$ cat src/plm_pkg.sv
package plm_pkg;
  // Register indices; byte address is four times the index
  localparam logic [9:0] IDX_MON = 10'h007; // Arm delay and monitor enable
  localparam logic [9:0] IDX_STS_SEL = 10'h008; // Status pin select
  localparam logic [9:0] IDX_CNT_RST = 10'h009; // Counter reset bits
  localparam logic [9:0] IDX_PRESC = 10'h00A; // Prescaler and main bypass
  localparam logic [9:0] IDX_RDIV_HI = 10'h00B; // Reference divider high
  localparam logic [9:0] IDX_RDIV_LO = 10'h00C; // Reference divider low
  localparam logic [9:0] IDX_PFD = 10'h00D; // Antibacklash and lock detect
  localparam logic [9:0] IDX_SWALLOW = 10'h00E; // Swallow count
  localparam logic [9:0] IDX_MAIN_HI = 10'h00F; // Main count high
  localparam logic [9:0] IDX_MAIN_LO = 10'h010; // Main count low
  localparam logic [9:0] IDX_STATE = 10'h01F; // Read-only live state
  localparam logic [9:0] IDX_PIN_ROLE = 10'h058; // Control pin role
  // Field positions
  localparam int ARM_LSB = 5; // 0x07[6:5]
  localparam int MON_EN_BIT = 2; // 0x07[2]
  localparam int STS_LSB = 2; // 0x08[5:2]
  localparam int SHARED_RST_BIT = 0; // 0x09[0]
  localparam int AB_RST_BIT = 1; // 0x09[1]
  localparam int BYPASS_BIT = 6; // 0x0A[6]
  localparam int PRESC_LSB = 2; // 0x0A[4:2]
  localparam int ABP_LSB = 0; // 0x0D[1:0]
  localparam int WIN_SEL_BIT = 5; // 0x0D[5]
  localparam int LD_DIS_BIT = 6; // 0x0D[6]
  localparam int ROLE_LSB = 5; // 0x58[6:5]
  // Reset values
  localparam logic [1:0] ABP_DEFAULT = 2'h0; // About 1.3 ns pulse
  localparam int ABP_DEFAULT_PS = 1300; // Width of default pulse
  localparam logic [1:0] ROLE_DEFAULT = 2'h0; // Hard reset role
  localparam logic [1:0] ROLE_RESET = 2'h0;
  localparam logic [1:0] ROLE_ALIGN = 2'h1;
  localparam logic [1:0] ROLE_PDOWN = 2'h3;
  // Prescaler codes
  localparam logic [2:0] PRESC_FD1 = 3'h0;
  localparam logic [2:0] PRESC_FD2 = 3'h1;
  localparam logic [2:0] PRESC_DM2 = 3'h2;
  localparam logic [2:0] PRESC_DM4 = 3'h3;
  localparam logic [2:0] PRESC_DM8 = 3'h4;
  localparam logic [2:0] PRESC_DM16 = 3'h5;
  localparam logic [2:0] PRESC_DM32 = 3'h6;
  localparam logic [2:0] PRESC_FD3 = 3'h7;
  // Status select codes
  localparam logic [3:0] STS_ZERO = 4'h0;
  localparam logic [3:0] STS_DLD_HI = 4'h1;
  localparam logic [3:0] STS_DLD_LO = 4'h2;
  localparam logic [3:0] STS_RDIV = 4'h3;
  localparam logic [3:0] STS_FDIV = 4'h4;
  localparam logic [3:0] STS_ALD_N = 4'h5;
  localparam logic [3:0] STS_REFERENCE_LOST_FLAG_HI = 4'hA;
  localparam logic [3:0] STS_ALD_P = 4'hC;
  localparam logic [3:0] STS_UNLK_HI = 4'hD;
  localparam logic [3:0] STS_UNLK_LO = 4'hE;
  localparam logic [3:0] STS_REFERENCE_LOST_FLAG_LO = 4'hF;
  // Arm delays in phase detector cycles per code
  localparam logic [4:0] ARM_CYC0 = 5'h03;
  localparam logic [4:0] ARM_CYC1 = 5'h06;
  localparam logic [4:0] ARM_CYC2 = 5'h0C;
  localparam logic [4:0] ARM_CYC3 = 5'h18;
  // Lock windows, printed times and derived cycles at 100 MHz
  localparam int CLK_PERIOD_PS = 10000;
  localparam int WIDE_ON_PS = 9500;
  localparam int WIDE_OFF_PS = 15000;
  localparam int NARROW_ON_PS = 3500;
  localparam int NARROW_OFF_PS = 7000;
  localparam int WIDE_ON_CYC = (WIDE_ON_PS / CLK_PERIOD_PS < 1) ? 1 : WIDE_ON_PS / CLK_PERIOD_PS;
  localparam int WIDE_OFF_CYC = (WIDE_OFF_PS + CLK_PERIOD_PS - 1) / CLK_PERIOD_PS;
  localparam int NARROW_ON_CYC = (NARROW_ON_PS / CLK_PERIOD_PS < 1) ? 1 : NARROW_ON_PS / CLK_PERIOD_PS;
  localparam int NARROW_OFF_CYC = (NARROW_OFF_PS + CLK_PERIOD_PS - 1) / CLK_PERIOD_PS;
  // Bus carriers
  typedef struct packed {
    logic psel;
    logic penable;
    logic pwrite;
    logic [11:0] paddr;
    logic [31:0] pwdata;
  } plm_apb_req_t;
  typedef struct packed {
    logic pready;
    logic [31:0] prdata;
    logic pslverr;
  } plm_apb_rsp_t;
  typedef struct packed {
    logic level;
    logic oe_n;
  } plm_pin_t;
endpackage

$ cat src/plm_core.sv
`timescale 1ns/10ps
// What this block does
// - main bypass divides by one, fixed mode only
// - main count legal 3 to 8191, default zero
// - fixed mode ignores swallow count
// - own A/B reset, shared reset R/A/B
// - dual modulus divides by P*B plus A
// - fixed mode divides by P*B
// - two-bit antibacklash select, default 1.3 ns
// - four-bit select drives status pin
// - wide window locks 9.5 ns, unlocks 15 ns
// - narrow window locks 3.5 ns, unlocks 7 ns
// - disable bit stops lock flag generation
// - lock flag may survive reference loss
// - codes 1100/0101 give open-drain analog lock
// - codes 1010/1111 give reference-lost flag
// - codes 1101/1110 give unlock OR lost
// - loss count advances on VCO edges, arm count on reference pulses
// - monitor arms after 3 to 24 locked cycles
// - armed loss sets flag, tristates pump
// - enable low clears flag, high re-arms
// - two-bit role select, pin low resets
// - roles 00 reset, 01 align, 11 power-down
// - 14-bit reference divider, zero divides one
// - prescaler codes select fixed or dual modulus
module plm_core (
  input wire logic clk, // 100 MHz clock
  input wire logic sys_rst, // Synchronous reset, high
  input wire plm_pkg::plm_apb_req_t apb_req, // APB request
  output plm_pkg::plm_apb_rsp_t apb_rsp, // APB answer
  input wire logic reference_input, // Reference clock pin
  input wire logic vco_feedback_input, // VCO feedback pin
  input wire logic control_pin, // Multipurpose control pin
  output plm_pkg::plm_pin_t status_pin, // Status pin drive
  output logic [1:0] abp_width_sel, // Antibacklash width code
  output logic cp_tristate, // Charge pump tristate
  output logic ref_div_pulse, // Reference divider output
  output logic fb_div_pulse, // Feedback divider output
  output logic digital_lock_flag, // Lock flag
  output logic reference_lost_flag, // Loss flag
  output logic hard_reset_n, // Hard reset from pin
  output logic output_align_n, // Output sync from pin
  output logic full_power_down_n // Power-down from pin
);
  import plm_pkg::*;

  // Pin synchronisers and edge history
  logic [2:0] ref_sh_reg; // Meta, sync, previous
  logic [2:0] vco_sh_reg; // Meta, sync, previous
  logic [1:0] pin_sh_reg; // Meta, sync

  // Configuration registers
  logic [1:0] arm_code_reg; // Arm delay code
  logic mon_en_reg; // Loss monitor enable
  logic [3:0] sts_sel_reg; // Status pin select
  logic shared_rst_reg; // R/A/B reset
  logic ab_rst_reg; // A/B reset
  logic bypass_reg; // Main counter bypass
  logic [2:0] presc_reg; // Prescaler mode
  logic [13:0] rdiv_reg; // Reference divide value
  logic [1:0] abp_reg; // Antibacklash select
  logic win_sel_reg; // Narrow window select
  logic ld_dis_reg; // Lock detect disable
  logic [5:0] adiv_reg; // Swallow count
  logic [12:0] bdiv_reg; // Main count
  logic [1:0] role_reg; // Control pin role

  // Edges seen on the clock domain
  wire ref_edge = ref_sh_reg[1] & ~ref_sh_reg[2];
  wire vco_edge = vco_sh_reg[1] & ~vco_sh_reg[2];
  wire pin_low = ~pin_sh_reg[1];
  wire cfg_rst = sys_rst | (pin_low & (role_reg == ROLE_RESET));

  // Bus decode
  wire [9:0] idx = apb_req.paddr[11:2];
  wire setup = apb_req.psel & ~apb_req.penable;
  wire wr_en = apb_req.psel & apb_req.penable & apb_req.pwrite & apb_rsp.pready & ~apb_rsp.pslverr;
  wire [7:0] wd = apb_req.pwdata[7:0];
  logic [7:0] rd_data; // Selected read value
  logic hit; // Index is mapped

  // Synchronise the three pins
  always_ff @(posedge clk) begin
    if (sys_rst) begin
      ref_sh_reg <= 3'h0;
      vco_sh_reg <= 3'h0;
      pin_sh_reg <= 2'h0;
    end else begin
      ref_sh_reg <= {ref_sh_reg[1:0], reference_input};
      vco_sh_reg <= {vco_sh_reg[1:0], vco_feedback_input};
      pin_sh_reg <= {pin_sh_reg[0], control_pin};
    end
  end

  // Register writes; pin reset role reloads defaults
  always_ff @(posedge clk) begin
    if (cfg_rst) begin
      arm_code_reg <= 2'h0;
      mon_en_reg <= 1'b0;
      sts_sel_reg <= STS_ZERO;
      shared_rst_reg <= 1'b0;
      ab_rst_reg <= 1'b0;
      bypass_reg <= 1'b0;
      presc_reg <= PRESC_FD1;
      rdiv_reg <= 14'h0000;
      abp_reg <= ABP_DEFAULT;
      win_sel_reg <= 1'b0;
      ld_dis_reg <= 1'b0;
      adiv_reg <= 6'h00;
      bdiv_reg <= 13'h0000;
      role_reg <= ROLE_DEFAULT;
    end else if (wr_en) begin
      case (idx)
        IDX_MON: begin
          arm_code_reg <= wd[ARM_LSB+:2];
          mon_en_reg <= wd[MON_EN_BIT];
        end
        IDX_STS_SEL: sts_sel_reg <= wd[STS_LSB+:4];
        IDX_CNT_RST: begin
          shared_rst_reg <= wd[SHARED_RST_BIT];
          ab_rst_reg <= wd[AB_RST_BIT];
        end
        IDX_PRESC: begin
          bypass_reg <= wd[BYPASS_BIT];
          presc_reg <= wd[PRESC_LSB+:3];
        end
        IDX_RDIV_HI: rdiv_reg[13:8] <= wd[5:0];
        IDX_RDIV_LO: rdiv_reg[7:0] <= wd;
        IDX_PFD: begin
          abp_reg <= wd[ABP_LSB+:2];
          win_sel_reg <= wd[WIN_SEL_BIT];
          ld_dis_reg <= wd[LD_DIS_BIT];
        end
        IDX_SWALLOW: adiv_reg <= wd[5:0];
        IDX_MAIN_HI: bdiv_reg[12:8] <= wd[4:0];
        IDX_MAIN_LO: bdiv_reg[7:0] <= wd;
        IDX_PIN_ROLE: role_reg <= wd[ROLE_LSB+:2];
        default: ;
      endcase
    end
  end

  // Read mux
  logic armed_reg; // Loss monitor armed
  always_comb begin
    hit = 1'b1;
    rd_data = 8'h00;
    case (idx)
      IDX_MON: rd_data = {1'b0, arm_code_reg, 2'h0, mon_en_reg, 2'h0};
      IDX_STS_SEL: rd_data = {2'h0, sts_sel_reg, 2'h0};
      IDX_CNT_RST: rd_data = {6'h00, ab_rst_reg, shared_rst_reg};
      IDX_PRESC: rd_data = {1'b0, bypass_reg, 1'b0, presc_reg, 2'h0};
      IDX_RDIV_HI: rd_data = {2'h0, rdiv_reg[13:8]};
      IDX_RDIV_LO: rd_data = rdiv_reg[7:0];
      IDX_PFD: rd_data = {1'b0, ld_dis_reg, win_sel_reg, 3'h0, abp_reg};
      IDX_SWALLOW: rd_data = {2'h0, adiv_reg};
      IDX_MAIN_HI: rd_data = {3'h0, bdiv_reg[12:8]};
      IDX_MAIN_LO: rd_data = bdiv_reg[7:0];
      IDX_STATE: rd_data = {5'h00, armed_reg, reference_lost_flag, digital_lock_flag};
      IDX_PIN_ROLE: rd_data = {1'b0, role_reg, 5'h00};
      default: hit = 1'b0;
    endcase
  end

  // Zero-wait answer prepared in the setup cycle
  always_ff @(posedge clk) begin
    if (sys_rst) begin
      apb_rsp <= '0;
    end else if (setup) begin
      apb_rsp.pready <= 1'b1;
      apb_rsp.pslverr <= ~hit | (apb_req.paddr[1:0] != 2'h0);
      apb_rsp.prdata <= {24'h000000, rd_data};
    end else begin
      apb_rsp <= '0;
    end
  end

  // Feedback division ratio
  logic [5:0] p_val; // Prescaler value P
  wire dm_mode = (presc_reg >= PRESC_DM2) && (presc_reg <= PRESC_DM32);
  always_comb begin
    case (presc_reg)
      PRESC_FD1: p_val = 6'h01;
      PRESC_FD2: p_val = 6'h02;
      PRESC_FD3: p_val = 6'h03;
      PRESC_DM2: p_val = 6'h02;
      PRESC_DM4: p_val = 6'h04;
      PRESC_DM8: p_val = 6'h08;
      PRESC_DM16: p_val = 6'h10;
      PRESC_DM32: p_val = 6'h20;
      default: p_val = 6'h01;
    endcase
  end
  wire [12:0] b_eff = (!dm_mode && bypass_reg) ? 13'h0001 : bdiv_reg;
  wire [19:0] pb_prod = 20'(p_val) * 20'(b_eff); // Widen before multiply, product needs 18 bits
  wire [19:0] n_total = dm_mode ? 20'(pb_prod + {14'h0000, adiv_reg}) : pb_prod;
  wire [19:0] n_eff = (n_total == 20'h00000) ? 20'h00001 : n_total;
  wire [13:0] r_eff = (rdiv_reg == 14'h0000) ? 14'h0001 : rdiv_reg;

  // Reference and feedback counters
  logic [13:0] rcnt_reg; // Reference count
  logic [19:0] fcnt_reg; // Feedback count
  wire r_rst = cfg_rst | shared_rst_reg;
  wire ab_rst = cfg_rst | shared_rst_reg | ab_rst_reg;
  wire r_wrap = ref_edge && (rcnt_reg >= 14'(r_eff - 14'h0001));
  wire f_wrap = vco_edge && (fcnt_reg >= 20'(n_eff - 20'h00001));
  always_ff @(posedge clk) begin
    if (r_rst) begin
      rcnt_reg <= 14'h0000;
      ref_div_pulse <= 1'b0;
    end else begin
      rcnt_reg <= r_wrap ? 14'h0000 : (ref_edge ? 14'(rcnt_reg + 14'h0001) : rcnt_reg);
      ref_div_pulse <= r_wrap;
    end
  end
  always_ff @(posedge clk) begin
    if (ab_rst) begin
      fcnt_reg <= 20'h00000;
      fb_div_pulse <= 1'b0;
    end else begin
      fcnt_reg <= f_wrap ? 20'h00000 : (vco_edge ? 20'(fcnt_reg + 20'h00001) : fcnt_reg);
      fb_div_pulse <= f_wrap;
    end
  end

  // Digital lock detect on divider pulse coincidence
  logic pend_ref_reg; // Reference edge awaits partner
  logic pend_fb_reg; // Feedback edge awaits partner
  logic [4:0] sep_reg; // Cycles since unmatched edge
  wire [4:0] on_cyc = win_sel_reg ? 5'(NARROW_ON_CYC) : 5'(WIDE_ON_CYC);
  wire [4:0] off_cyc = win_sel_reg ? 5'(NARROW_OFF_CYC) : 5'(WIDE_OFF_CYC);
  wire pair_ref = ref_div_pulse & pend_fb_reg; // Reference closes a pair
  wire pair_fb = fb_div_pulse & pend_ref_reg; // Feedback closes a pair
  wire both = ref_div_pulse & fb_div_pulse;
  wire pair = pair_ref | pair_fb;
  wire lone = (ref_div_pulse & pend_ref_reg) | (fb_div_pulse & pend_fb_reg);
  always_ff @(posedge clk) begin
    if (cfg_rst || ld_dis_reg) begin
      digital_lock_flag <= 1'b0;
      pend_ref_reg <= 1'b0;
      pend_fb_reg <= 1'b0;
      sep_reg <= 5'h00;
    end else if (both) begin
      digital_lock_flag <= 1'b1;
      pend_ref_reg <= 1'b0;
      pend_fb_reg <= 1'b0;
      sep_reg <= 5'h00;
    end else if (pair) begin
      if (sep_reg < on_cyc) begin
        digital_lock_flag <= 1'b1;
      end else if (sep_reg >= off_cyc) begin
        digital_lock_flag <= 1'b0;
      end
      pend_ref_reg <= 1'b0;
      pend_fb_reg <= 1'b0;
      sep_reg <= 5'h00;
    end else if (lone) begin
      digital_lock_flag <= 1'b0; // Partner edge never came
      sep_reg <= 5'h00;
    end else if (ref_div_pulse || fb_div_pulse) begin
      pend_ref_reg <= ref_div_pulse;
      pend_fb_reg <= fb_div_pulse;
      sep_reg <= 5'h00;
    end else if (pend_ref_reg || pend_fb_reg) begin
      if (sep_reg >= off_cyc - 5'h01) begin
        digital_lock_flag <= 1'b0;
      end
      if (sep_reg < off_cyc) begin
        sep_reg <= 5'(sep_reg + 5'h01);
      end
    end
  end
  wire analog_lock_indicator = ~(pend_ref_reg | pend_fb_reg); // Analog lock, false while apart

  // Arm delay counted in phase detector cycles
  logic [4:0] arm_cnt_reg; // Locked cycles seen
  logic [4:0] arm_target; // Cycles needed
  logic [20:0] since_ref_reg; // VCO edges since reference pulse
  always_comb begin
    case (arm_code_reg)
      2'h0: arm_target = ARM_CYC0;
      2'h1: arm_target = ARM_CYC1;
      2'h2: arm_target = ARM_CYC2;
      default: arm_target = ARM_CYC3;
    endcase
  end
  wire loss_ev = vco_edge && (since_ref_reg >= {n_eff, 1'b0});
  always_ff @(posedge clk) begin
    if (cfg_rst || !mon_en_reg || !digital_lock_flag) begin
      arm_cnt_reg <= 5'h00;
    end else if (ref_div_pulse && arm_cnt_reg < arm_target) begin
      arm_cnt_reg <= 5'(arm_cnt_reg + 5'h01);
    end
  end
  always_ff @(posedge clk) begin
    if (cfg_rst || !mon_en_reg) begin
      armed_reg <= 1'b0;
      reference_lost_flag <= 1'b0;
      cp_tristate <= 1'b0;
      since_ref_reg <= 21'h000000;
    end else begin
      if (arm_cnt_reg >= arm_target && digital_lock_flag) begin
        armed_reg <= 1'b1;
      end
      if (ref_div_pulse) begin
        since_ref_reg <= 21'h000000;
      end else if (vco_edge && !loss_ev) begin
        since_ref_reg <= 21'(since_ref_reg + 21'h000001);
      end
      if (armed_reg && loss_ev) begin
        reference_lost_flag <= 1'b1;
        cp_tristate <= 1'b1;
      end
    end
  end

  // Status pin multiplexer
  logic st_level; // Pin level
  logic st_oe_n; // Pin released when high
  wire unlock = ~digital_lock_flag | reference_lost_flag;
  always_comb begin
    st_oe_n = 1'b0;
    case (sts_sel_reg)
      STS_DLD_HI: st_level = digital_lock_flag;
      STS_DLD_LO: st_level = ~digital_lock_flag;
      STS_RDIV: st_level = ref_div_pulse;
      STS_FDIV: st_level = fb_div_pulse;
      STS_ALD_P: begin
        st_level = 1'b1;
        st_oe_n = ~analog_lock_indicator;
      end
      STS_ALD_N: begin
        st_level = 1'b0;
        st_oe_n = ~analog_lock_indicator;
      end
      STS_REFERENCE_LOST_FLAG_HI: st_level = reference_lost_flag;
      STS_REFERENCE_LOST_FLAG_LO: st_level = ~reference_lost_flag;
      STS_UNLK_HI: st_level = unlock;
      STS_UNLK_LO: st_level = ~unlock;
      default: st_level = 1'b0;
    endcase
  end

  // Registered pin-facing outputs
  always_ff @(posedge clk) begin
    if (sys_rst) begin
      status_pin <= '0;
      abp_width_sel <= ABP_DEFAULT;
      hard_reset_n <= 1'b0;
      output_align_n <= 1'b1;
      full_power_down_n <= 1'b1;
    end else begin
      status_pin.level <= st_level;
      status_pin.oe_n <= st_oe_n;
      abp_width_sel <= abp_reg;
      hard_reset_n <= ~(pin_low && role_reg == ROLE_RESET);
      output_align_n <= ~(pin_low && role_reg == ROLE_ALIGN);
      full_power_down_n <= ~(pin_low && role_reg == ROLE_PDOWN);
    end
  end
endmodule

$ cat config.mk
export PLATFORM = sky130hd
export DESIGN_NAME = plm_core
export DESIGN_NICKNAME = d
export VERILOG_FILES = /design/src/plm_pkg.sv /design/src/plm_core.sv
export SDC_FILE = /design/constraint.sdc
export NUM_CORES = 1
export LEC_CHECK = 0
export ABC_AREA = 0
export BUFFER_PORTS_ARGS = -buffer_cell sky130_fd_sc_hd__buf_4
export CORE_MARGIN = 5
export CORE_UTILIZATION = 40
export CTS_CLUSTER_SIZE = 10
export DETAILED_ROUTE_END_ITERATION = 16
export GPL_TIMING_DRIVEN = 0
export SLEW_MARGIN = 20
export SYNTH_ARGS = -nofsm -noshare
export SYNTH_HDL_FRONTEND = slang
export SYNTH_SLANG_ARGS = --single-unit
$ cat constraint.sdc
create_clock -name clk -period 18.3 [get_ports clk]
set_clock_uncertainty 0.15 [all_clocks]
set_input_delay 5.49 -clock clk [delete_from_list [all_inputs] [get_ports clk]]
set_output_delay 5.49 -clock clk [all_outputs]
set_load 0.03 [all_outputs]
==> run_results.csv, run 1 <==
group,metric,value,unit
layout,fill_cells,2903,
pwr,p_sw_frac,0.2541,
clock_network,clk_pin_slew,0.07,ns
detailed_routing,via_count,10230,
synth,synth_cell_types,73,
synth,ys_seq_elements,155,
timing,setup_violations,0,
pwr,p_clk_frac,0.495,
synth,synth_edf_count,0,
layout,drive_gt1_frac,0.08716,
worst_setup_path,worstPathMaxFanout,10,
detailed_routing,antenna_left,0,
clock_network,clk_latency,0.45,ns
place,gp_congestion,0.9382,
die,die_h,182.5,um
grt,grt_use_total,0.1875,
timing,grt_setup_unrepaired,"false",
synth,yosys_warnings,0,
grt,antenna_found_initial,0,
grt,grt_pass1_wl,51120,um
clock_network,cts_resized,0,
pwr,total_power,730.4,uW
clock_network,cts_made_buffers,17,
detailed_routing,viasPerCell,5.403,
pwr,peakVddDrop,0.06570,mV
synth,ys_seq_area_frac,0.2606,
timing,finalCritPeriodShare,0.5637,
synth,netlist_instances,1401,
layout,instances_no_fill,1893,
timing,setup_tns,0,ns
layout,layout_commonest_cell,"nor2_1",
die,top_level_ports,98,
pwr,p_leak,0.005598,uW
synth,synth_area_per_cell,8.499,um2
timing,tightest_slew,1.107,ns
synth,yosysTopAreaCell,"dfxtp_1",
hold_path,hp-class,"flop to flop",
clock_network,postCtsSetupRepairBufs,0,
detailed_routing,drc,0,
timing,final-hold-violation-count,0,
timing,fmax,96.94,MHz
place,placedCellCount,1861,
worst_setup_path,slowest_stage,"nor4bb_1",
place,io_buffers,46,
grt,grt_max_degree,17,
worst_setup_path,critical_path.endpoint_type,"flop",
worst_setup_path,critPathKind,"flop to flop",
layout,final_cell_mix,"nor2_1 (158), dfxtp_1 (155), ha_1 (106)",
clock_network,cts_tree,"built",
worst_setup_path,cp.required,18.54,ns
die,start_util,0.4039,
die,dieWidth,182.5,um
die,core_area,29480,um2
layout,nets,1694,
detailed_routing,firstDrtPassIters,6,
timing,slew_violations,0,
detailed_routing,drtIter0Drc,664,
timing,slew_headroom,0.2527,
flow_run,drv_cap,0,
pwr,pwr-share-comb,0.041,
synth,synth_top_area_frac,0.2606,
status,status,"complete, no violations",
layout,antenna_cells,0,
grt,grt_pass1_vias,9822,
clock_network,cts_root_buffer,"clkbuf_16",
pwr,power_density,54.38,nW/um2
layout,syn_to_final_growth,12.81,%
clock_network,cts.sinks,155,
die,rows,63,
pwr,p_int,544.7,uW
worst_setup_path,critPathMaxStageDelay,0.74,ns
detailed_routing,wl_per_cell,16.56,um
clock_network,clockBufferDepth,2,
grt,overflow,0,
timing,hold_slack,0.2929,ns
synth,synth_area_leaders,"dfxtp_1 (26%), ha_1 (11%), fa_1 (7.7%), mux2i_1 (5.1%), nor2_1 (5.0%)",
pwr,switchingPower,185.6,uW
die,dieArea,33320,um2
synth,synth_ff_type,"dfxtp_1",
clock_network,cts_max_level,4,
clock_network,hold_buffers,0,
pwr,pwr-share-seq,0.464,
worst_setup_path,critPathLaunchType,"flop",
place,dp_hpwl,24520,um
timing,min_period,10.32,ns
synth,async_reset_ff_frac,0,
worst_setup_path,arrival,10.55,ns
synth,synth_area,11910,um2
detailed_routing,wl,31360,um
layout,largest_register_ffs,21,
-- final timing paths --
path | start | end | slack (ns) | cells after the start
worst max-delay path | presc_reg[2] | since_ref_reg[11] | 7.98 | 33
worst min-delay path | vco_sh_reg[0] | vco_sh_reg[1] | 0.29 | 1
worst max register to register | presc_reg[2] | since_ref_reg[11] | 7.98 | 33
worst min register to register | vco_sh_reg[0] | vco_sh_reg[1] | 0.29 | 1
-- synth_stat cells (all sizes together) (6+ instances only) --
cell type  number
buf            33
or3            18
o22ai           7
xor2           51
and3           86
o21ai          45
nand2          77
fa             46
dfxtp         155
nor2          158
nand2b         12
nor3b           8
xnor2          42
or4            14
nor2b          30
clkbuf         45
mux2i          61
nand4          24
and2           14
a211oi          7
a21oi          67
a21o           22
nand3          67
inv            51
nor3           34
o31ai           9
or2             6
nor4           15
ha            106
a31oi          11
o211ai          9
o21a            7
-- routing by layer --
layer	global-route usage	wire length (um)
met1	0.2564	15020
met5	0	0
met2	0.3085	14540
met3	0.03289	1308
met4	0.04563	494
-- power by group through the flow --
stage	Combinational [uW]	Clock, uW	Sequential [uW]
floorplan	18.2	0	347
CTS	29.6	368	339
detailed placement	29.5	0	346
finish	30.0	362	339
global placement	29.3	0	346
global route	31.9	382	339
-- layout make-up --
type / instances / area [um2] / area share
Sequential cell: 155 / 3103 / 0.2310
Clock inverter: 14 / 150.1 / 0.01118
Tap cell: 390 / 488.0 / 0.03633
Clock buffer: 18 / 439.2 / 0.03270
Timing Repair Buffer: 47 / 350.3 / 0.02608
Inverter: 51 / 191.4 / 0.01425
Buffer: 78 / 392.9 / 0.02925
Multi-Input combinational cell: 1140 / 8317 / 0.6192
-- logic make-up (layout without fill, tap and decap cells) --
kind of cell / after synthesis / after routing / synth area share
buf+inv: 129 / 208 / 0.04908
flops: 155 / 155 / 0.2606
mux: 66 / 66 / 0.05601
xor+xnor: 93 / 93 / 0.06841
compound gates: 229 / 229 / 0.1262
simple gates: 576 / 576 / 0.2506
other cells: 1 / 24 / 0.0003150
fa+ha+maj: 152 / 152 / 0.1887
-- critical path, delay by kind of cell, from the launching register on --
| family | cells | cell delay (ns) |
|---|---|---|
| AOI/OAI and AO/OA | 8 | 2.19 |
| xor gates and xnor gates | 1 | 0.21 |
| adders and majority gates | 6 | 2.26 |
| buffers and inverters | 4 | 0.82 |
| DFF | 1 | 0.37 |
| muxes | 1 | 0.17 |
| and+or+nand+nor | 13 | 4.10 |
-- stage by stage --
step           setup WS [ns]  area [um2]  utilization
6_report               7.984       13430       0.4556
5_1_grt                7.169       13430       0.4556
4_1_cts                7.574       13430       0.4554
3_5_place_dp           7.580       12840       0.4354
3_3_place_gp           7.708       12830       0.4351
2_1_floorplan          9.550       11990            -
No activity file was read; power rests on OpenSTA's default activity.
==> inputs of run 2 (changes only) <==
- clock period: 18.3 -> 8.6 ns (I/O delays scaled with it)
==> run_results.csv, run 2 (synthesized netlist as in run 1, its figures left out) <==
group,metric,value,unit
die,top_level_ports,98,
worst_setup_path,path_depth,40,
worst_setup_path,rr_startpoint,"presc_reg[1]",
worst_setup_path,critPathMaxStageDelay,0.59,ns
worst_setup_path,rr_worst_depth,40,
layout,utilization,0.5020,
timing,setup_violations,0,
die,dieWidth,182.5,um
place,io_buffers,46,
timing,slew_headroom,0.4655,
timing,layout_setup_ws,0.2222,ns
layout,drive_gt1_frac,0.1912,
grt,antenna_found_initial,0,
die,core_area,29480,um2
pwr,power_density,108.1,nW/um2
clock_network,cts_tree,"built",
worst_setup_path,critPathLaunchType,"flop",
timing,fmax,119.4,MHz
pwr,peakVddDrop,0.1319,mV
worst_setup_path,slowest_stage,"fa_2",
detailed_routing,antenna_left,0,
worst_setup_path,crit_path_start,"presc_reg[1]",
layout,antenna_cells,0,
detailed_routing,firstDrtPassIters,8,
die,rows,63,
die,start_util,0.4039,
layout,fill_cells,2759,
worst_setup_path,arrival,8.60,ns
detailed_routing,drtIter0Drc,793,
timing,min_period,8.378,ns
grt,gr-max-usage-layer,"met2",
grt,grtUsageMet2,0.3245,
detailed_routing,viasPerCell,5.439,
layout,nets,1765,
layout,syn_to_final_growth,24.29,%
clock_network,cts_root_buffer,"clkbuf_16",
detailed_routing,via_count,10680,
grt,grt.met3_usage,0.03488,
place,pre_cts_ws,-1.774,ns
worst_setup_path,path_buf_inv,6,
timing,hold_slack,0.2888,ns
die,dieArea,33320,um2
worst_setup_path,cp_common_cell,"o21ai_1",
place,dp_hpwl,24580,um
timing,tightest_slew,0.7910,ns
clock_network,clk_pin_slew,0.06,ns
clock_network,clk_latency,0.44,ns
timing,grt_setup_unrepaired,"true",
clock_network,cts_max_level,4,
grt,use_met1,0.2567,
grt,overflow,0,
grt,grt_pass1_vias,10370,
layout,largest_register_ffs,21,
hold_path,hp-class,"flop to flop",
hold_path,worstHoldPathCells,1,
timing,finalCritPeriodShare,0.9742,
detailed_routing,drc,0,
worst_setup_path,critical_path.endpoint_type,"flop",
place,gp_congestion,0.9346,
timing,slew_violations,0,
worst_setup_path,worstPathMaxFanout,5,
status,status,"complete, no violations",
flow_run,drv_cap,0,
detailed_routing,wl,33260,um
worst_setup_path,crit_family,"simple AND/OR/NAND/NOR gates",
grt,grt_max_degree,17,
worst_setup_path,critPathKind,"flop to flop",
layout,final_area,14800,um2
layout,layout_commonest_cell,"dfxtp_1",
clock_network,cts_made_buffers,17,
clock_network,hold_buffers,0,
place,placed_cell_area,12840,um2
die,die_h,182.5,um
timing,final-hold-violation-count,0,
grt,grt_pass1_wl,53120,um
clock_network,cts.sinks,155,
pwr,p_leak,0.006233,uW
layout,final_cell_mix,"dfxtp_1 (153), nor2_1 (144), buf_4 (131)",
detailed_routing,wl_per_cell,16.94,um
grt,grt_use_total,0.1940,
worst_setup_path,cp.required,8.82,ns
hold_path,min_from,"pin_sh_reg[0]",
clock_network,clockBufferDepth,2,
==> run 2: cell types whose count changed in the layout (fill, tap and decap cells not counted), sizes merged <==
cell / previous run / this run
buf: 80 / 157
bufinv: 1 / 3
clkbuf: 63 / 54
clkinvlp: 3 / 0
inv: 59 / 61
nand2: 77 / 79
==> run 2: worst reg2reg max path, delay by kind of cell, from the launching register on <==
kind | cells | cell delay (ns)
AOI/OAI and AO/OA | 8 | 1.03
xor gates and xnor gates | 2 | 0.30
adders and majority gates | 7 | 2.49
buffers and inverters | 6 | 0.95
DFF | 1 | 0.36
muxes | 2 | 0.53
and+or+nand+nor | 15 | 2.49
==> run 2: power breakdown <==
| group | switching [uW] | internal, uW |
|---|---|---|
| clock | 344 | 469 |
| sequential | 0.972 | 719 |
| combinational | 43.4 | 23.0 |
==> run 2: layer usage <==
metal | vias up | share of wire
met5 | - | 0
li1 | 5295 | -
met2 | 262 | 0.48
met1 | 5078 | 0.46
met3 | 48 | 0.046
met4 | 0 | 0.019
==> run 2: final timing paths <==
check / end / slack [ns]
max: fcnt_reg[1] / 0.22
min: pin_sh_reg[1] / 0.29
max reg2reg: fcnt_reg[1] / 0.22
min reg2reg: pin_sh_reg[1] / 0.29
==> run 2: through the flow <==
step	std cells	total power, uW	setup TNS, ns
2_1_floorplan	1424	776.5	0
3_3_place_gp	1860	799.5	-64.95
3_5_place_dp	1861	799.8	-69.00
4_1_cts	1918	1611	0
5_1_grt	1964	1653	-3.014
6_report	1964	1600	0
==> run 2: area by class of cell <==
class | count | area (um2) | share of cell area
inverter | 51 | 193.9 | 0.01311
buffer | 77 | 498.0 | 0.03365
timing repair buffer | 117 | 925.9 | 0.06257
clock inverter | 15 | 197.7 | 0.01336
clock buffer | 17 | 425.4 | 0.02875
multi-input combinational | 1142 | 8961 | 0.6056
sequential | 155 | 3108 | 0.2100
tap | 390 | 488.0 | 0.03298
==> run 2: timing repair <==
| action | CTS | global route |
|---|---|---|
| resized for setup | 74 | 120 |
| gates cloned | 5 | 5 |
| pin swaps | 26 | 60 |
| setup endpoints to repair | 43 | 41 |
| setup buffers | 20 | 44 |
==> inputs of run 3 (changes only) <==
- BUFFER_PORTS_ARGS: -buffer_cell sky130_fd_sc_hd__buf_4 -> -buffer_cell sky130_fd_sc_hd__buf_2
==> run_results.csv, run 3 (synthesized netlist as in run 1, its figures left out) <==
group,metric,value,unit
worst_setup_path,cp.required,8.83,ns
detailed_routing,wl_per_cell,16.79,um
timing,slew_headroom,0.4827,
hold_path,hp-class,"flop to flop",
hold_path,whs_endpoint,"pin_sh_reg[1]",
worst_setup_path,rr_startpoint,"presc_reg[1]",
timing,tightest_slew,0.7700,ns
timing,grt_setup_unrepaired,"true",
pwr,peakVddDrop,0.1318,mV
place,gp_congestion,0.9518,
place,io_buffers,46,
layout,syn_to_final_growth,20.97,%
timing,setup_tns,0,ns
hold_path,min_from,"pin_sh_reg[0]",
layout,final_cell_mix,"dfxtp_1 (153), nor2_1 (151), ha_1 (92)",
flow_run,drv_cap,0,
clock_network,hold_buffers,0,
layout,layout_commonest_cell,"dfxtp_1",
detailed_routing,wl,32650,um
worst_setup_path,cp_common_cell,"o21ai_1",
detailed_routing,firstDrtPassIters,5,
clock_network,cts_max_level,4,
grt,antenna_found_initial,0,
worst_setup_path,critPathMaxStageDelay,0.55,ns
place,pre_cts_ws,-1.712,ns
grt,overflow,0,
worst_setup_path,crit_path_start,"presc_reg[1]",
detailed_routing,via_count,10540,
pwr,power_density,107.8,nW/um2
worst_setup_path,critical_path.endpoint_type,"flop",
status,status,"complete, no violations",
clock_network,clk_latency,0.44,ns
timing,fmax,120.1,MHz
layout,nets,1746,
pwr,p_int,1179,uW
timing,min_period,8.323,ns
clock_network,clk_pin_slew,0.06,ns
timing,layout_setup_ws,0.2769,ns
worst_setup_path,r2r-end,"fcnt_reg[9]",
hold_path,worstHoldPathCells,1,
pwr,p_clk_frac,0.496,
grt,grt_pass1_vias,10130,
worst_setup_path,rr_worst_depth,38,
worst_setup_path,slowest_stage,"fa_2",
pwr,switchingPower,373.0,uW
pwr,pwr-share-seq,0.464,
pwr,pwr-share-comb,0.040,
worst_setup_path,arrival,8.55,ns
timing,setup_violations,0,
worst_setup_path,critPathKind,"flop to flop",
detailed_routing,drtIter0Drc,667,
pwr,p_leak,0.006035,uW
die,rows,63,
timing,final-hold-violation-count,0,
timing,hold_slack,0.2934,ns
grt,grt_use_total,0.1897,
place,placed_cell_area,12730,um2
die,top_level_ports,98,
place,dp_hpwl,24370,um
timing,finalCritPeriodShare,0.9678,
die,start_util,0.4039,
grt,grt_max_degree,17,
layout,antenna_cells,0,
clock_network,clockBufferDepth,2,
layout,utilization,0.4885,
grt,grt_pass1_wl,51790,um
timing,slew_violations,0,
die,dieArea,33320,um2
worst_setup_path,r2r_slack,0.28,ns
clock_network,cts.sinks,155,
detailed_routing,antenna_left,0,
pwr,p_sw_frac,0.2403,
layout,multi_input_area,8904,um2
worst_setup_path,worstPathMaxFanout,5,
detailed_routing,drc,0,
clock_network,cts_tree,"built",
layout,largest_register_ffs,21,
clock_network,cts_made_buffers,17,
die,die_h,182.5,um
die,dieWidth,182.5,um
die,core_area,29480,um2
layout,final_area,14400,um2
detailed_routing,viasPerCell,5.421,
layout,drive_gt1_frac,0.1691,
layout,ff_latch_area,3108,um2
worst_setup_path,critPathLaunchType,"flop",
layout,fill_cells,2781,
clock_network,cts_root_buffer,"clkbuf_16",
## run 3: what timing repair did
item,CTS,global route
buffers inserted,18,28
gates cloned,2,5
endpoints found under the setup margin,43,41
pin swaps,21,62
gates resized for setup,67,100
endpoints found under the hold margin,0,0
## run 3: how the worst max path moves through the flow
stage / endpoint / slack [ns]
after floorplan: since_ref_reg[11] / 0.11
after CTS: fcnt_reg[15] / 0.01
final: fcnt_reg[9] / 0.28
after global routing: fcnt_reg[18] / -0.18
after detailed placement: fcnt_reg[17] / -1.71
after global placement: fcnt_reg[19] / -1.61
## run 3: critical path: cells and delay by family, from the launching register on
family	cells	cell delay, ns
buf+inv	5	0.67
fa+ha+maj	7	2.67
flops	1	0.36
compound gates	7	1.03
xor+xnor	1	0.18
mux	2	0.53
simple gates	16	2.68
## run 3: layout make-up
class | instances | area share
clock buffer | 21 | 0.03127
clock inverter | 11 | 0.009556
inverter | 51 | 0.01329
tap | 390 | 0.03388
timing repair buffer | 99 | 0.04457
buffer | 77 | 0.03345
multi-input combinational | 1141 | 0.6182
sequential | 155 | 0.2158
## run 3: routing by layer
metal  share of wire  wire [um]  global-route usage  up-vias
met5               0          0                   0        -
met4           0.024        773             0.06635        0
met3           0.041       1323             0.03289       56
met2            0.47      15330              0.3106      217
met1            0.47      15230              0.2526     5018
li1                -          -                   -     5253
## run 3: power by group through the flow
stage	combinational, uW	sequential (uW)	clock (uW)
finish	62.1	720	770
global route	66.7	720	811
CTS	60.4	721	785
detailed placement	59.2	737	0
global placement	59.2	737	0
floorplan	38.7	738	0
## run 3: stage by stage
stage                     power, uW  cells
after floorplan               776.5   1424
after global placement        796.0   1860
after detailed placement      796.1   1861
after CTS                      1566   1913
after global routing           1597   1945
final                          1552   1945
